[src/hw/arec_pkg.sv]
// Package for the converter result and debug-suspend control block.
// Assumes a single 50 MHz clock domain and a plain strobe register port.
package arec_pkg;

    // Register port widths
    localparam int AREC_AW = 8;  // Byte address width
    localparam int AREC_DW = 32; // Register data width
    localparam int AREC_RW = 10; // Conversion result width

    // Register byte offsets, one aligned word each
    localparam logic [AREC_AW-1:0] AREC_OFF_CH3 = 8'h00;  // channel3_result
    localparam logic [AREC_AW-1:0] AREC_OFF_CH4 = 8'h04;  // channel4_result
    localparam logic [AREC_AW-1:0] AREC_OFF_CH5 = 8'h08;  // channel5_result
    localparam logic [AREC_AW-1:0] AREC_OFF_EMU = 8'h0C;  // debug_suspend_control
    localparam logic [AREC_AW-1:0] AREC_OFF_STAT = 8'h10; // suspend_status

    // Channel numbers carried by the core's result strobe
    localparam logic [2:0] AREC_CH3 = 3'h3;
    localparam logic [2:0] AREC_CH4 = 3'h4;
    localparam logic [2:0] AREC_CH5 = 3'h5;

    // Field positions in debug_suspend_control
    localparam int AREC_FREE_POS = 0;  // Free-run, writable
    localparam int AREC_SOFT_POS = 1;  // Soft stop, read-only
    localparam int AREC_RTSEL_POS = 2; // realtime_select, read-only

    // Field positions in suspend_status
    localparam int AREC_ST_HALT_POS = 0;  // Halted
    localparam int AREC_ST_DRAIN_POS = 1; // Waiting for task end
    localparam int AREC_ST_SUSP_POS = 2;  // Synchronised suspend level

    // Reset and fixed values
    localparam logic AREC_FREE_RST = 1'h1;      // Free-run after reset
    localparam logic AREC_SOFT_VAL = 1'h1;      // Soft stop only
    localparam logic AREC_RTSEL_VAL = 1'h0;     // Emulation suspend only
    localparam logic [AREC_RW-1:0] AREC_RES_RST = 10'h000;

    // Suspend controller states, one-hot
    typedef enum logic [2:0] {
        AREC_ST_RUN = 3'h1,   // Normal operation
        AREC_ST_DRAIN = 3'h2, // Finishing the task in progress
        AREC_ST_HALT = 3'h4   // Activity stopped
    } arec_state_t;

    // All state of the block
    typedef struct packed {
        arec_state_t state;       // Suspend controller
        logic [AREC_RW-1:0] res3; // Channel 3 result
        logic [AREC_RW-1:0] res4; // Channel 4 result
        logic [AREC_RW-1:0] res5; // Channel 5 result
        logic free;               // Free-run control
        logic susp_m;             // Suspend synchroniser, first stage
        logic susp_s;             // Suspend synchroniser, second stage
        logic halt;               // Halt request to the core
        logic [AREC_DW-1:0] rdata; // Read data register
    } arec_regs_t;

    localparam arec_regs_t AREC_REGS_RST = '{
        state: AREC_ST_RUN,
        res3: AREC_RES_RST,
        res4: AREC_RES_RST,
        res5: AREC_RES_RST,
        free: AREC_FREE_RST,
        susp_m: 1'h0,
        susp_s: 1'h0,
        halt: 1'h0,
        rdata: 32'h0000_0000
    };

endpackage

[src/hw/arec_ctrl.sv]
// Result registers for channels 3 to 5 and the debug-suspend controller.
// Assumes the converter core shares mclk and signals finished results with
// a one-cycle strobe; the suspend level comes from another domain.
module arec_ctrl
    import arec_pkg::*;
(
    input wire logic mclk,                    // 50 MHz peripheral clock
    input wire logic rstn,                    // Asynchronous reset, active low
    input wire logic [AREC_AW-1:0] reg_addr,  // Register byte address
    input wire logic [AREC_DW-1:0] reg_wdata, // Write data
    input wire logic reg_wr,                  // Write strobe
    input wire logic reg_rd,                  // Read strobe
    output logic [AREC_DW-1:0] reg_rdata,     // Read data, cycle after strobe
    input wire logic res_valid,               // Core result strobe
    input wire logic [2:0] res_chan,          // Channel of the result
    input wire logic [AREC_RW-1:0] res_data,  // Result value
    input wire logic conv_busy,               // Core task in progress
    input wire logic emu_suspend,             // Debug suspend, asynchronous
    output logic periph_halt                  // Core must not start new work
);

    // Widen a result to a bus word with zero upper bits
    function automatic logic [AREC_DW-1:0] zext_res(input logic [AREC_RW-1:0] v);
        zext_res = {{(AREC_DW - AREC_RW){1'b0}}, v};
    endfunction

    arec_regs_t q; // Registered state
    arec_regs_t d; // Next state
    logic stop_req; // Suspend in force
    logic accept;   // Result strobe taken

    // Next-state logic for the whole block
    always_comb begin
        d = q;
        // Two flops before the suspend level is used
        d.susp_m = emu_suspend;
        d.susp_s = q.susp_m;
        // Free-run masks the suspend completely
        stop_req = !q.free && q.susp_s;
        // Results land in running and draining states; a halted core
        // delivers none, and a stray strobe must not disturb held values
        accept = res_valid && (q.state != AREC_ST_HALT);
        if (accept) begin
            unique case (res_chan)
                AREC_CH3: begin
                    d.res3 = res_data;
                end
                AREC_CH4: begin
                    d.res4 = res_data;
                end
                AREC_CH5: begin
                    d.res5 = res_data;
                end
                default: begin
                    // Other channels belong to other banks
                end
            endcase
        end
        // Only the free-run bit takes a write; reserved bits are dropped
        if (reg_wr && (reg_addr == AREC_OFF_EMU)) begin
            d.free = reg_wdata[AREC_FREE_POS];
        end
        // Suspend controller; soft stop is the only mode
        unique case (q.state)
            AREC_ST_RUN: begin
                if (stop_req) begin
                    d.state = AREC_ST_DRAIN;
                end
            end
            AREC_ST_DRAIN: begin
                // Release or free-run cancels the stop before it lands
                if (!stop_req) begin
                    d.state = AREC_ST_RUN;
                end else if (!conv_busy) begin
                    d.state = AREC_ST_HALT;
                end
            end
            AREC_ST_HALT: begin
                if (!stop_req) begin
                    d.state = AREC_ST_RUN;
                end
            end
            default: begin
                // Recover from an illegal code
                d.state = AREC_ST_RUN;
            end
        endcase
        // Halt is asserted from draining too, so no new task starts
        d.halt = (d.state != AREC_ST_RUN);
        // Read data stands only in the cycle after the strobe
        d.rdata = '0;
        if (reg_rd) begin
            unique case (reg_addr)
                AREC_OFF_CH3: begin
                    d.rdata = zext_res(q.res3);
                end
                AREC_OFF_CH4: begin
                    d.rdata = zext_res(q.res4);
                end
                AREC_OFF_CH5: begin
                    d.rdata = zext_res(q.res5);
                end
                AREC_OFF_EMU: begin
                    d.rdata[AREC_FREE_POS] = q.free;
                    d.rdata[AREC_SOFT_POS] = AREC_SOFT_VAL;
                    d.rdata[AREC_RTSEL_POS] = AREC_RTSEL_VAL;
                end
                AREC_OFF_STAT: begin
                    d.rdata[AREC_ST_HALT_POS] = (q.state == AREC_ST_HALT);
                    d.rdata[AREC_ST_DRAIN_POS] = (q.state == AREC_ST_DRAIN);
                    d.rdata[AREC_ST_SUSP_POS] = q.susp_s;
                end
                default: begin
                    // Unmapped addresses read zero
                end
            endcase
        end
    end

    // State register; reset loads constants only
    always_ff @(posedge mclk or negedge rstn) begin
        if (!rstn) begin
            q <= AREC_REGS_RST;
        end else begin
            q <= d;
        end
    end

    // Outputs come straight from flops
    assign reg_rdata = q.rdata;
    assign periph_halt = q.halt;
endmodule

[config.mk]
export PLATFORM = sky130hd
export DESIGN_NAME = arec_ctrl
export DESIGN_NICKNAME = d
export VERILOG_FILES = /design/src/hw/arec_pkg.sv /design/src/hw/arec_ctrl.sv
export SDC_FILE = /design/constraint.sdc
export NUM_CORES = 1
export LEC_CHECK = 0
export BUFFER_PORTS_ARGS = -buffer_cell sky130_fd_sc_hd__buf_4
export CAP_MARGIN = 20
export CELL_PAD_IN_SITES_DETAIL_PLACEMENT = 1
export CELL_PAD_IN_SITES_GLOBAL_PLACEMENT = 1
export CORE_AREA = 2 2 87 89
export CTS_BUF_LIST = sky130_fd_sc_hd__clkbuf_16
export DETAILED_ROUTE_END_ITERATION = 16
export DIE_AREA = 0 0 89 91
export PLACE_DENSITY_LB_ADDON = 0.1
export SETUP_SLACK_MARGIN = 0.3
export SLEW_MARGIN = 20
export SYNTH_ARGS = -nofsm -noshare
export SYNTH_HDL_FRONTEND = slang
export SYNTH_SLANG_ARGS = --single-unit
[constraint.sdc]
create_clock -name mclk -period 1.5 [get_ports mclk]
set_input_delay 0.3 -clock mclk [delete_from_list [all_inputs] [get_ports mclk]]
set_output_delay 0.3 -clock mclk [all_outputs]
set_load 0.02 [all_outputs]
[Word level (Yosys, flattened, before mapping)]
Index checks and enable logic that the tools add are counted.
Word-level totals
  bits in registers: 69
  input bits: 60
  output and inout port bits: 33
  logic and storage cells: 37
Operators by class
  eq/ne operators: 12
  multiplexer cells: 8
  reductions and logical operators: 8
Operator list (count)
  one-hot mux 7 bit (3 select lines): 1
  equality test 8 x 4 -> 1 bit (second input constant): 2
  one-hot mux 3 bit (5 select lines): 1
  two-way mux 3 bit: 4
  two-way mux 10 bit: 1
  equality test 3 bit (second input constant): 3
  one-hot mux 3 bit (3 select lines): 1
  equality test 8 x 3 -> 1 bit (second input constant): 1
  equality test 8 x 5 -> 1 bit (second input constant): 1
  logical NOT 8 bit: 1
  equality test 3 x 2 -> 1 bit (second input constant): 2
  AND reduction 2 bit: 3
  equality test 3 x 1 -> 1 bit (second input constant): 1
  logical AND 1 bit: 3
  inequality test 3 x 1 -> 1 bit (second input constant): 1
  inequality test 3 bit (second input constant): 1
  logical NOT 1 bit: 1

[Longest topological paths before layout]
Gate-level depths: netlist of the first run.
  word-level depth: 5
  depth in mapped cells: 6
  depth with buffers taken out: 4

[Worst setup path before layout of the first run]
No wires, ideal clock.
  path type: register to register
  start: register q[67] (netlist name)
  end: register q[36] (netlist name)
  library setup time: 0.125 ns
  arrival time: 1.307 ns
  data required time: 1.375 ns
  setup slack: 0.068 ns
  cell stages (with the launch flop): 6
  path buffers: 1
  period minus slack after synthesis: 1.432 ns
  path through: dfrtp_1 -> nand2b_4 -> o21a_4 -> nand4b_1 -> buf_6 -> mux2_4
Between the ends
  word-level cells in the longest chain between the ends: 3
Ends and longest elaborated chain
  start, declared: RTL line arec_ctrl.sv:27  | arec_regs_t q;
  start signal, assigned: RTL line arec_ctrl.sv:123  | q <= AREC_REGS_RST;
  start signal, assigned: RTL line arec_ctrl.sv:125  | q <= d;
  inequality test 3 bit: RTL line arec_ctrl.sv:42  | accept = res_valid && (q.state != AREC_ST_HALT);
  logical AND 1 bit: RTL line arec_ctrl.sv:42
  AND reduction 2 bit (no line)
No other way between the ends.
A chain may end at the register's enable or synchronous reset.

[Final worst setup path of the first run]
  start: register q[67] (netlist name)
  end: register q[40] (netlist name)
Same word-level chain as after synthesis.

==> results of run 1 <==
-- stage by stage --
step / setup slack [ns] / area, sq um
final: 0.0116 / 2980
after global routing: -0.0404 / 2980
after CTS: 0.00744 / 2920
after detailed placement: 0.0106 / 2710
after global placement: 0.0577 / 2710
after floorplan: 0.0775 / 2460
-- cell usage after synthesis, drive strengths merged --
| cell type | number | area (sq um) |
|---|---|---|
| or2b | 1 | 7.51 |
| o31ai | 1 | 7.51 |
| buf | 36 | 273 |
| o2111a | 1 | 11.3 |
| conb | 1 | 3.75 |
| or3b | 1 | 8.76 |
| o2111ai | 1 | 8.76 |
| mux2 | 33 | 447 |
| nor2b | 2 | 12.5 |
| nand3 | 1 | 10.0 |
| nor2 | 17 | 63.8 |
| nor3 | 3 | 26.3 |
| o21ai | 4 | 20.0 |
| nand4b | 4 | 35.0 |
| o21a | 2 | 22.5 |
| nor3b | 2 | 15.0 |
| nand2 | 4 | 15.0 |
| a21oi | 12 | 60.1 |
| or2 | 1 | 6.26 |
| dfstp | 2 | 52.6 |
| clkbuf | 2 | 7.51 |
| mux2i | 9 | 90.1 |
| inv | 2 | 7.51 |
| dfrtp | 45 | 1130 |
| nor4b | 1 | 8.76 |
| nand4 | 1 | 6.26 |
| nand2b | 3 | 26.3 |
-- final timing paths --
path | slack (ns) | endpoint | startpoint
setup / recovery | 0.01 | q[40] | q[67]
hold / removal | 0.03 | periph_halt | rstn
setup reg to reg | 0.01 | q[40] | q[67]
hold reg to reg | 0.35 | q[33] | d[33]
max in group asynchronous | 1.07 | q[33] | rstn
min in group mclk | 0.13 | d[33] | emu_suspend
-- sequential cells by signal (all words and copies together) (netlist names) --
| signal | count |
|---|---|
| q | 35 |
| d | 1 |
| reg_rdata | 10 |
| periph_halt | 1 |
-- where the power goes --
part           internal (mW)  switching [mW]
Sequential              1.47           0.113
Combinational          0.437           0.302
Clock                  0.603           0.458
Total                   2.51           0.873
-- layer usage --
layer | wire length [um] | GRT usage, % | share of wire (%)
met1 | 2420 | 19.3 | 45
met2 | 2650 | 22.8 | 50
met3 | 233 | 3.55 | 4.4
met4 | 44 | 3.23 | 0.82
met5 | 0 | 0 | 0
-- cell families (layout without fill, tap and decap cells) --
| group | after synthesis | after routing |
|---|---|---|
| flip-flops | 47 | 47 |
| multiplexers | 42 | 42 |
| AND/OR/NAND/NOR | 41 | 41 |
| buffers and inverters | 40 | 68 |
| AO/OA/AOI/OAI | 21 | 21 |
| other | 1 | 22 |
-- timing repair --
| item | CTS | global route |
|---|---|---|
| pin swaps | 2 | 9 |
| setup buffers | 5 | 4 |
| endpoints found under the setup margin | 36 | 38 |
| gates resized for setup | 10 | 7 |
-- critical path: stages (launching register included) --
cell	delay, ns
dfrtp_1	0.39
nand2b_4	0.15
o21a_4	0.20
nand4b_1	0.14
buf_12	0.18
mux2_4	0.31
-- cell type report --
class | count | area (sq um) | area share (%)
multi-input combinational | 126 | 1030 | 34.6
tap | 99 | 124 | 4.16
clock inverter | 3 | 12.5 | 0.420
inverter | 2 | 7.51 | 0.252
timing repair buffer | 58 | 499 | 16.8
sequential | 47 | 1180 | 39.6
clock buffer | 5 | 125 | 4.20
==> reports/results.md, run 1 <==
| Stage | Result | Reported |
|---|---|---|
| sta | F_max | 672 MHz |
| logic synthesis | Per-instance average area after synthesis | 12.4 sq um |
| detailed routing | Via count | 1517 |
| global route | Antenna violations before repair | 0 |
| logic synthesis | Synthesis-stage register bit count | 47 |
| floorplanning | Initial standard-cell utilization of the core | 33.3% |
| detailed routing | Number of detailed-routing iterations run before antenna repair | 4 |
| detailed routing | Per-cell routed wire length | 15.7 um |
| setup path | Depth of the worst register-to-register path | 5 |
| placement | Post-DP HPWL | 3600 um |
| clock tree | # hold bufs at CTS | 0 |
| detailed routing | ANT nets after route | 0 |
| floorplanning | Die H | 91 um |
| floorplanning | Die span in x | 89 um |
| global route | Via count of the first global-routing pass | 1676 |
| logic synthesis | Register area share after synthesis | 49.6% |
| global route | Overall routing resource usage | 14.2% |
| pwr | Total power | 3.38 mW |
| finish | Finished Layout Cells | 340 |
| worst hold path | Hold Crit Class | input pin to async pin |
| finish | Final core area utilization | 41.7% |
| floorplanning | I/O pin cnt | 93 |
| setup path | Arrival time of the worst setup path | 1.65 ns |
| clock tree | Clock-pin slew of the registers on the worst-case setup and hold paths | 0.06 ns |
| finish | Number of inserted filler cells in the final layout | 808 |
| clock tree | H-tree depth | 2 |
| setup path | WP data required | 1.67 ns |
| sta | Transition time at the pin with the least slew margin | 0.606 ns |
| sta | Final slew viol count | 0 |
| logic synthesis | Fraction of the mapped netlist area in simple logic gates | 10.2% |
| floorplanning | Core footprint | 0.00714 sq mm |
| sta | Time the worst path needs with I/O delays and setup | 1.49 ns |
| floorplanning | Die footprint | 0.00810 sq mm |
| logic synthesis | Count of synthesis-stage warnings from yosys | 0 |
| placement | Port bufs | 39 |
| sta | Worst-case headroom to the max-slew limit | 59.6% |
| logic synthesis | Post-synthesis share of cell area spent on xor and xnor gates | 0% |
| status | Run status | completed |
| clock tree | Number of buffers inserted during clock tree synthesis | 5 |
| detailed routing | Detailed-route vias per instance | 4.46 |
| setup path | Nature of the critical path startpoint | flop |
| placement | Weighted congestion reported at the end of routability-driven placement | 0.854 |
| pwr | Lkg Pwr | 1.48 nW |
| flow run | Count of max-cap constraint violations | 0 |
| clock tree | Clock tree from TritonCTS | done |
| global route | GRT Residual Overflow | 0 |
| finish | Layout cell share with drive strength beyond 1 | 45.2% |
| setup path | Highest fanout seen on the critical path | 10 |
| logic synthesis | Adder-cell share of the synthesized area | 0% |
| clock tree | Clk sink count | 47 |
| placement | Number of cells after detailed placement | 323 |
| pwr | VDD IR max | 0.000473 V |
| detailed routing | Total detailed-routing wirelength | 5350 um |
| finish | Ant diodes | 0 |
| finish | Top library cells by usage in the layout, fill and taps aside | 48 x buf_4, 45 x dfrtp_1, 22 x mux2_4, 22 x conb_1, 17 x nor2_1 |
| finish | Count of nets after finishing | 300 |
| clock tree | Insertion delay of the later-clocked pin in the worst-skew pair | 0.28 ns |
| clock tree | Clock root buffer | clkbuf_16 |
| sta | RSZ-0062 raised after global routing | true |
| logic synthesis | Number of distinct standard cells referenced by the synthesized netlist | 33 |
| detailed routing | Post-detailed-route DRC marker count | 0 |
| pwr | Power per cell area | 1140 mW/mm^2 |
| clock tree | Maximum number of buffers from clock root to sink | 2 |
| floorplanning | Placement row count | 31 |
| logic synthesis | Summed instance area of the synthesized netlist | 0.00238 sq mm |
| sta | Worst-case clock skew | 0.00413 ns |
| logic synthesis | Share of cell area taken by muxes after synthesis | 22.6% |
| logic synthesis | Dominant combinational cell family by area after synthesis | multiplexers |
| sta | Final number of setup-violating endpoints | 0 |
| setup path | Critical path capture point type | flop |
| global route | Largest net degree at the start of global routing | 48 |
| sta | Final Hold Viols | 0 |
| finish | Growth of design area from synthesis to finish | 25.2% |
| global route | Global-route wire length before repair | 8830 um |
| sta | Share of the cycle needed by the critical path after routing | 99.2% |
| sta | Min Hold Slack | 0.0265 ns |
| setup path | Type of the worst setup path | flop to flop |
| logic synthesis | Post-synthesis cell count | 192 |
| sta | Setup TNS Final | 0 ns |
| logic synthesis | Post-synthesis compound-gate area fraction | 5.47% |
| finish | Most common cell after layout, fill and taps aside | buf_4 |
| detailed routing | Drt first-iter violations | 52 |
Power figures use the tool's default switching activity.
==> run 2: changes to the inputs <==
--- a/config.mk
+++ b/config.mk
@@ -9,10 +9,10 @@
 export CAP_MARGIN = 20
 export CELL_PAD_IN_SITES_DETAIL_PLACEMENT = 1
 export CELL_PAD_IN_SITES_GLOBAL_PLACEMENT = 1
-export CORE_AREA = 2 2 87 89
+export CORE_AREA = 2 2 84 86
 export CTS_BUF_LIST = sky130_fd_sc_hd__clkbuf_16
 export DETAILED_ROUTE_END_ITERATION = 16
-export DIE_AREA = 0 0 89 91
+export DIE_AREA = 0 0 86 88
 export PLACE_DENSITY_LB_ADDON = 0.1
 export SETUP_SLACK_MARGIN = 0.3
 export SLEW_MARGIN = 20
==> constraint.sdc (replaced) <==
create_clock -name mclk -period 1.65 [get_ports mclk]
set_input_delay 0.33 -clock mclk [delete_from_list [all_inputs] [get_ports mclk]]
set_output_delay 0.33 -clock mclk [all_outputs]
set_load 0.02 [all_outputs]
==> run 2 against run 1 <==
Net effect:
- flip-flop and latch count unchanged
- hold slack improved by 0.022 ns
- via count decreased by 0.59%
- final cell count decreased by 7.9%
- clock skew increased by 0.00058 ns
- sequential power decreased by 9%
- clock power decreased by 6%
- worst setup slack improved by 0.14 ns
- die area decreased by 6.6%
- critical endpoint is now q[64]
- highest routed layer unchanged
==> reports/results.md, run 2 (synthesis gave the netlist of run 1 again) <==
| Stage | Result | Reported | vs previous |
|---|---|---|---|
| status | Run status | completed |  |
| setup path | Highest fanout seen on the critical path | 10 | unchanged |
| setup path | Crit path from | q[67] |  |
| clock tree | Insertion delay of the later-clocked pin in the worst-skew pair | 0.29 ns | about the same |
| sta | Share of the cycle needed by the critical path after routing | 90.9% | -8.3 points |
| setup path | Depth of the worst register-to-register path | 5 | unchanged |
| placement | Post-placement cell area | 0.00266 sq mm | -1.9% |
| clock tree | Maximum number of buffers from clock root to sink | 2 | unchanged |
| detailed routing | Post-detailed-route DRC marker count | 0 | unchanged |
| floorplanning | Placement row count | 30 | -3.2% |
| pwr | Lkg Pwr | 1.44 nW | -2.5% |
| setup path | Type of the worst setup path | flop to flop |  |
| sta | Setup TNS Final | 0 ns | unchanged |
| detailed routing | Total detailed-routing wirelength | 5450 um | +1.9% |
| pwr | Register share of total power | 47.0% | +0.2 points |
| detailed routing | Detailed-route vias per instance | 4.82 | +8.0% |
| setup path | Cell breakdown of the critical path | nand2b_4 -> o21a_4 -> nand4b_1 -> buf_12 -> mux2_4 |  |
| setup path | Reg-to-reg critical path startpoint | q[67] |  |
| finish | Combined area of the multi-input logic cells | 0.00106 sq mm | +2.7% |
| floorplanning | Initial standard-cell utilization of the core | 35.8% | +2.5 points |
| floorplanning | I/O pin cnt | 93 | unchanged |
| placement | Weighted congestion reported at the end of routability-driven placement | 0.762 | -11% |
| floorplanning | Die footprint | 0.00757 sq mm | -6.6% |
| pwr | Internal portion of total power | 2.26 mW | -9.9% |
| finish | Number of inserted filler cells in the final layout | 716 | -11% |
| detailed routing | Per-cell routed wire length | 17.4 um | +11% |
| setup path | Endpoint of the worst register-to-register path | q[64] |  |
| setup path | Count of buffering cells on the critical path with inverters included | 1 | unchanged |
| global route | Via count of the first global-routing pass | 1598 | -4.7% |
| finish | Growth of design area from synthesis to finish | 21.3% |  |
| sta | Final slew viol count | 0 | unchanged |
| sta | Setup slack after layout | 0.150 ns | +0.138 ns |
| setup path | Nature of the critical path startpoint | flop |  |
| detailed routing | Number of detailed-routing iterations run before antenna repair | 4 | unchanged |
| pwr | Sw frac | 26.3% | +0.54 points |
| global route | Antenna violations before repair | 0 | unchanged |
| setup path | Critical path's top delay family | flip-flops |  |
| finish | Most flops, register | q |  |
| setup path | Arrival time of the worst setup path | 1.67 ns | +0.02 ns |
| setup path | Maximum cell stage delay along the critical path | 0.38 ns | about the same |
| pwr | Power spent charging and discharging nets | 0.809 mW | -7.3% |
| setup path | Critical path capture point type | flop |  |
| pwr | Share of power burned in the clock network | 32.5% | +1.1 points |
| floorplanning | Die H | 88 um | -3.3% |
| global route | Global-route wire length before repair | 8640 um | -2.2% |
| setup path | Worst reg2reg setup slack | 0.15 ns | +0.14 ns |
| detailed routing | ANT nets after route | 0 | unchanged |
| detailed routing | Drt first-iter violations | 59 | +13% |
| finish | Flip-flop count of the largest register after layout | 35 | unchanged |
| global route | Largest net degree at the start of global routing | 48 | unchanged |
| sta | Transition time at the pin with the least slew margin | 0.605 ns | -0.00165 ns |
| setup path | WP data required | 1.82 ns | +0.15 ns |
| clock tree | H-tree depth | 2 | unchanged |
| global route | Overall routing resource usage | 15.2% | +0.99 points |
| pwr | Power per cell area | 1060 mW/mm^2 | -6.3% |
| pwr | Portion of total power attributed to combinational logic | 20.5% | -1.3 points |
| sta | Min Hold Slack | 0.0481 ns | +0.0216 ns |
| flow run | Count of max-cap constraint violations | 0 | unchanged |
| clock tree | # hold bufs at CTS | 0 | unchanged |
| sta | Worst-case clock skew | 0.00471 ns | +0.000584 ns |
| clock tree | Clock-pin slew of the registers on the worst-case setup and hold paths | 0.06 ns | about the same |
| placement | Post-DP HPWL | 3490 um | -3.0% |
| floorplanning | Core footprint | 0.00664 sq mm | -6.9% |
| finish | Count of nets after finishing | 292 | -2.7% |
| finish | Register cell area after layout | 0.00118 sq mm | +0.11% |
| worst hold path | Hold Crit Class | input pin to async pin |  |
| sta | RSZ-0062 raised after global routing | true |  |
| sta | Final number of setup-violating endpoints | 0 | unchanged |
| global route | GRT Residual Overflow | 0 | unchanged |
| sta | Time the worst path needs with I/O delays and setup | 1.50 ns | +0.0121 ns |
| setup path | Cell depth of the worst setup path | 5 | unchanged |
| setup path | End point of the critical path | q[64] |  |
| setup path | Highest-delay cell along the critical path | dfrtp_1 |  |
| clock tree | Clock tree from TritonCTS | done |  |
| finish | Layout cell share with drive strength beyond 1 | 42.9% | -2.3 points |
| clock tree | Number of buffers inserted during clock tree synthesis | 5 | unchanged |
| finish | Ant diodes | 0 | unchanged |
| placement | Port bufs | 39 | unchanged |
| finish | Most common cell after layout, fill and taps aside | buf_4 |  |
| clock tree | Clock root buffer | clkbuf_16 |  |
| sta | Worst-case headroom to the max-slew limit | 59.7% | +0.11 points |
| finish | Final Instance Area | 0.00289 sq mm | -3.1% |
| detailed routing | Via count | 1508 | -0.59% |
| clock tree | Clk sink count | 47 | unchanged |
| floorplanning | Die span in x | 86 um | -3.4% |
| sta | Final Hold Viols | 0 | unchanged |
| pwr | VDD IR max | 0.000509 V | +7.7% |
| finish | Top library cells by usage in the layout, fill and taps aside | 47 x buf_4, 44 x dfrtp_1, 30 x mux2_4 |  |
| placement | Setup slack at placement | 0.112 ns | +0.102 ns |
| finish | Final core area utilization | 43.4% | +1.7 points |
| sta | F_max | 666 MHz | -0.81% |
-- run 2: cell types whose count changed in the layout (fill, tap and decap cells not counted), sizes merged --
cell / delta
clkinvlp: +2
buf: -9
nand3: +1
inv: -2
-- run 2: power groups by stage --
stage               Combinational, mW  Clock [mW]  Sequential (mW)
floorplan                       0.440           0             1.43
global placement                0.555           0             1.44
detailed placement              0.578           0             1.46
CTS                             0.618        1.03             1.44
global route                    0.680        1.09             1.47
finish                          0.629       0.997             1.44
-- run 2: metrics by stage --
| step | power [mW] | std cells |
|---|---|---|
| floorplan | 1.87 | 213 |
| global placement | 2.00 | 302 |
| detailed placement | 2.04 | 302 |
| CTS | 3.09 | 313 |
| global route | 3.24 | 313 |
| finish | 3.07 | 313 |
-- run 2: worst register-to-register path, delay by kind of cell, from the launching register on --
| family | cells | cell delay [ns] |
|---|---|---|
| compound gates | 1 | 0.22 |
| flops | 1 | 0.38 |
| buf+inv | 1 | 0.18 |
| simple gates | 2 | 0.29 |
| mux | 1 | 0.32 |
-- run 2: repair_timing --
| item | CTS | global route |
|---|---|---|
| gates cloned | 1 | 0 |
| setup buffers | 2 | 0 |
| endpoints found under the setup margin | 31 | 34 |
| resized for setup | 9 | 5 |
| pin swaps | 0 | 2 |
-- run 2: how the worst min path moves through the flow --
stage | start | end | slack (ns)
4_1_cts | rstn | q[38] | 0.08
6_report | rstn | periph_halt | 0.05
3_3_place_gp | d[33] | q[33] | 0.34
5_1_grt | rstn | reg_rdata[0] | 0.09
3_5_place_dp | d[33] | q[33] | 0.34
2_1_floorplan | rstn | d[33] | 0.03
-- run 2: area by class of cell --
cell class / count / area share [%]
Clock buffer: 5 / 4.34
Multi-Input combinational cell: 127 / 36.7
Clock inverter: 3 / 0.694
Sequential cell: 47 / 40.9
Tap cell: 80 / 3.47
Inverter: 2 / 0.260
Timing Repair Buffer: 49 / 13.6
-- run 2: metal layers --
layer | wire, um | up-vias | track usage, %
met5 | 0 | - | 0
met4 | 36 | 0 | 6.35
met3 | 252 | 5 | 2.83
met2 | 2840 | 48 | 26.6
met1 | 2320 | 761 | 18.5
li1 | - | 694 | -
==> run 3: changes to the inputs <==
--- a/config.mk
+++ b/config.mk
@@ -9,10 +9,10 @@
 export CAP_MARGIN = 20
 export CELL_PAD_IN_SITES_DETAIL_PLACEMENT = 1
 export CELL_PAD_IN_SITES_GLOBAL_PLACEMENT = 1
-export CORE_AREA = 2 2 84 86
+export CORE_AREA = 2 2 99 73
 export CTS_BUF_LIST = sky130_fd_sc_hd__clkbuf_16
 export DETAILED_ROUTE_END_ITERATION = 16
-export DIE_AREA = 0 0 86 88
+export DIE_AREA = 0 0 101 75
 export PLACE_DENSITY_LB_ADDON = 0.1
 export SETUP_SLACK_MARGIN = 0.3
 export SLEW_MARGIN = 20
==> run 3 against run 2 <==
Net effect:
- total power increased by 11%
- first-iteration DRC count increased by 39%
- via count increased by 2.1%
- non-clock buffer count increased by 5
- register-to-register slack got worse by 0.06 ns
- critical path depth increased by 1
- critical path type unchanged
- highest routed layer unchanged
==> reports/results.md, run 3 (synthesis gave the netlist of run 1 again) <==
| Stage | Result | Reported | vs previous |
|---|---|---|---|
| finish | Flip-flop count of the largest register after layout | 35 | unchanged |
| finish | Ant diodes | 0 | unchanged |
| finish | Most flops, register | q |  |
| placement | Weighted congestion reported at the end of routability-driven placement | 0.716 | -6.0% |
| pwr | Register share of total power | 42.6% | -4.4 points |
| global route | Antenna violations before repair | 0 | unchanged |
| sta | Final slew viol count | 0 | unchanged |
| pwr | Power spent charging and discharging nets | 0.820 mW | +1.3% |
| sta | Time the worst path needs with I/O delays and setup | 1.56 ns | +0.0553 ns |
| finish | Final Instance Area | 0.00302 sq mm | +4.8% |
| sta | Final number of setup-violating endpoints | 0 | unchanged |
| pwr | Share of power burned in the clock network | 37.7% | +5.2 points |
| finish | Layout cell share with drive strength beyond 1 | 45.4% | +2.5 points |
| setup path | Highest fanout seen on the critical path | 5 | -5 |
| floorplanning | I/O pin cnt | 93 | unchanged |
| flow run | Count of max-cap constraint violations | 0 | unchanged |
| setup path | Critical path's top delay family | flip-flops |  |
| clock tree | Clock root buffer | clkbuf_16 |  |
| sta | Worst-case headroom to the max-slew limit | 58.7% | -0.99 points |
| pwr | Portion of total power attributed to combinational logic | 19.7% | -0.8 points |
| sta | F_max | 643 MHz | -3.6% |
| setup path | Maximum cell stage delay along the critical path | 0.39 ns | about the same |
| finish | Count of nets after finishing | 297 | +1.7% |
| detailed routing | Met2 routed wirelength | 2890 um | +1.6% |
| worst hold path | Hold Crit Class | input pin to async pin |  |
| floorplanning | Core footprint | 0.00657 sq mm | -1.1% |
| global route | GRT Residual Overflow | 0 | unchanged |
| global route | Global-route wire length before repair | 8880 um | +2.8% |
| setup path | Type of the worst setup path | flop to flop |  |
| finish | Top library cells by usage in the layout, fill and taps aside | 49 x buf_4, 44 x dfrtp_1, 30 x mux2_4 |  |
| detailed routing | Top routing layer in use | met4 |  |
| floorplanning | Die span in x | 101 um | +17% |
| floorplanning | Initial standard-cell utilization of the core | 36.2% | +0.41 points |
| setup path | Arrival time of the worst setup path | 1.72 ns | +0.05 ns |
| setup path | WP data required | 1.82 ns | about the same |
| detailed routing | Via count | 1540 | +2.1% |
| pwr | Lkg Pwr | 1.51 nW | +4.8% |
| finish | Growth of design area from synthesis to finish | 27.1% |  |
| placement | Post-placement cell area | 0.00265 sq mm | -0.24% |
| setup path | Count of buffering cells on the critical path with inverters included | 2 | +1 |
| detailed routing | Wire length on met3 | 235 um | -6.7% |
| detailed routing | Total detailed-routing wirelength | 5860 um | +7.4% |
| detailed routing | Drt first-iter violations | 82 | +39% |
| detailed routing | Per-cell routed wire length | 18.4 um | +5.4% |
| finish | Number of inserted filler cells in the final layout | 699 | -2.4% |
| setup path | Depth of the worst register-to-register path | 6 | +1 |
| sta | Worst-case clock skew | 0.00621 ns | +0.00150 ns |
| global route | Largest net degree at the start of global routing | 48 | unchanged |
| setup path | Cell breakdown of the critical path | nand2b_4 -> o21a_4 -> nand4b_1 -> buf_6 -> clkbuf_16 -> mux2_4 |  |
| detailed routing | Detailed-route vias per instance | 4.83 | +0.20% |
| pwr | Sw frac | 24.1% | -2.3 points |
| floorplanning | Placement row count | 25 | -17% |
| clock tree | Clk sink count | 47 | unchanged |
| setup path | Critical path capture point type | flop |  |
| placement | Port bufs | 39 | unchanged |
| clock tree | Number of buffers inserted during clock tree synthesis | 5 | unchanged |
| sta | Transition time at the pin with the least slew margin | 0.619 ns | +0.0148 ns |
| pwr | Power per cell area | 1130 mW/mm^2 | +5.9% |
| setup path | Nature of the critical path startpoint | flop |  |
| clock tree | Maximum number of buffers from clock root to sink | 2 | unchanged |
| detailed routing | Number of detailed-routing iterations run before antenna repair | 4 | unchanged |
| floorplanning | Die H | 75 um | -15% |
| finish | Most common cell after layout, fill and taps aside | buf_4 |  |
| sta | Setup TNS Final | 0 ns | unchanged |
| sta | Share of the cycle needed by the critical path after routing | 94.3% | +3.4 points |
| detailed routing | ANT nets after route | 0 | unchanged |
| detailed routing | Post-detailed-route DRC marker count | 0 | unchanged |
| pwr | VDD IR max | 0.000477 V | -6.3% |
| setup path | Cell depth of the worst setup path | 6 | +1 |
| sta | Final Hold Viols | 0 | unchanged |
| placement | Post-DP HPWL | 3700 um | +6.1% |
| sta | RSZ-0062 raised after global routing | true |  |
| floorplanning | Die footprint | 0.00758 sq mm | about the same |
| clock tree | Insertion delay of the later-clocked pin in the worst-skew pair | 0.28 ns | about the same |
| pwr | Internal portion of total power | 2.59 mW | +14% |
| setup path | Highest-delay cell along the critical path | dfrtp_1 |  |
| status | Run status | completed |  |
| detailed routing | Metal-1 WL | 2680 um | +16% |
| global route | Via count of the first global-routing pass | 1601 | +0.19% |
| clock tree | Clock-pin slew of the registers on the worst-case setup and hold paths | 0.06 ns | about the same |
| global route | Overall routing resource usage | 16.0% | +0.81 points |
| clock tree | Clock tree from TritonCTS | done |  |
| clock tree | H-tree depth | 2 | unchanged |
run 3: what timing repair did:
action / in CTS / in global routing
setup buffers: 3 / 4
endpoints found under the setup margin: 32 / 33
gates resized for setup: 8 / 13
pin swaps: 1 / 0
cloned: 1 / 1
hold buffers: 0 / 0
run 3: layer usage:
metal  vias to the layer above  GRT usage, %
li1                        701             -
met1                       788          21.6
met2                        47          27.0
met3                         4          2.88
met4                         0          4.50
met5                         -             0
run 3: stage by stage:
stage,hold WS [ns],worst slack (ns),utilization (%),cells,power [mW]
2_1_floorplan,0.0344,0.227,-,213,1.87
3_3_place_gp,0.335,0.0994,40.3,302,2.00
3_5_place_dp,0.354,0.0577,40.3,302,2.04
4_1_cts,0.0913,0.138,44.2,314,3.38
5_1_grt,0.0998,0.0476,46.0,319,3.57
6_report,0.0533,0.0942,46.0,319,3.41
run 3: layout make-up:
type / instances / area, sq um / area share, %
Sequential cell: 47 / 1180 / 39.0
Inverter: 2 / 7.51 / 0.248
Multi-Input combinational cell: 127 / 1090 / 36.1
Clock inverter: 3 / 63.8 / 2.11
Timing Repair Buffer: 54 / 455 / 15.1
Clock buffer: 5 / 125 / 4.14
Tap cell: 81 / 101 / 3.35
run 3: power by group through the flow:
stage / combinational, mW / sequential, mW / clock (mW)
2_1_floorplan: 0.440 / 1.43 / 0
3_3_place_gp: 0.551 / 1.45 / 0
3_5_place_dp: 0.578 / 1.47 / 0
5_1_grt: 0.730 / 1.47 / 1.37
4_1_cts: 0.619 / 1.44 / 1.31
6_report: 0.671 / 1.45 / 1.29
run 3: final timing paths:
path	from	endpoint	slack, ns
max reg2reg	q[67]	q[65]	0.09
min reg2reg	d[33]	q[33]	0.36
max in group asynchronous	rstn	q[68]	1.14
max	q[67]	q[65]	0.09
min in group mclk	emu_suspend	d[33]	0.15
min	rstn	reg_rdata[1]	0.05
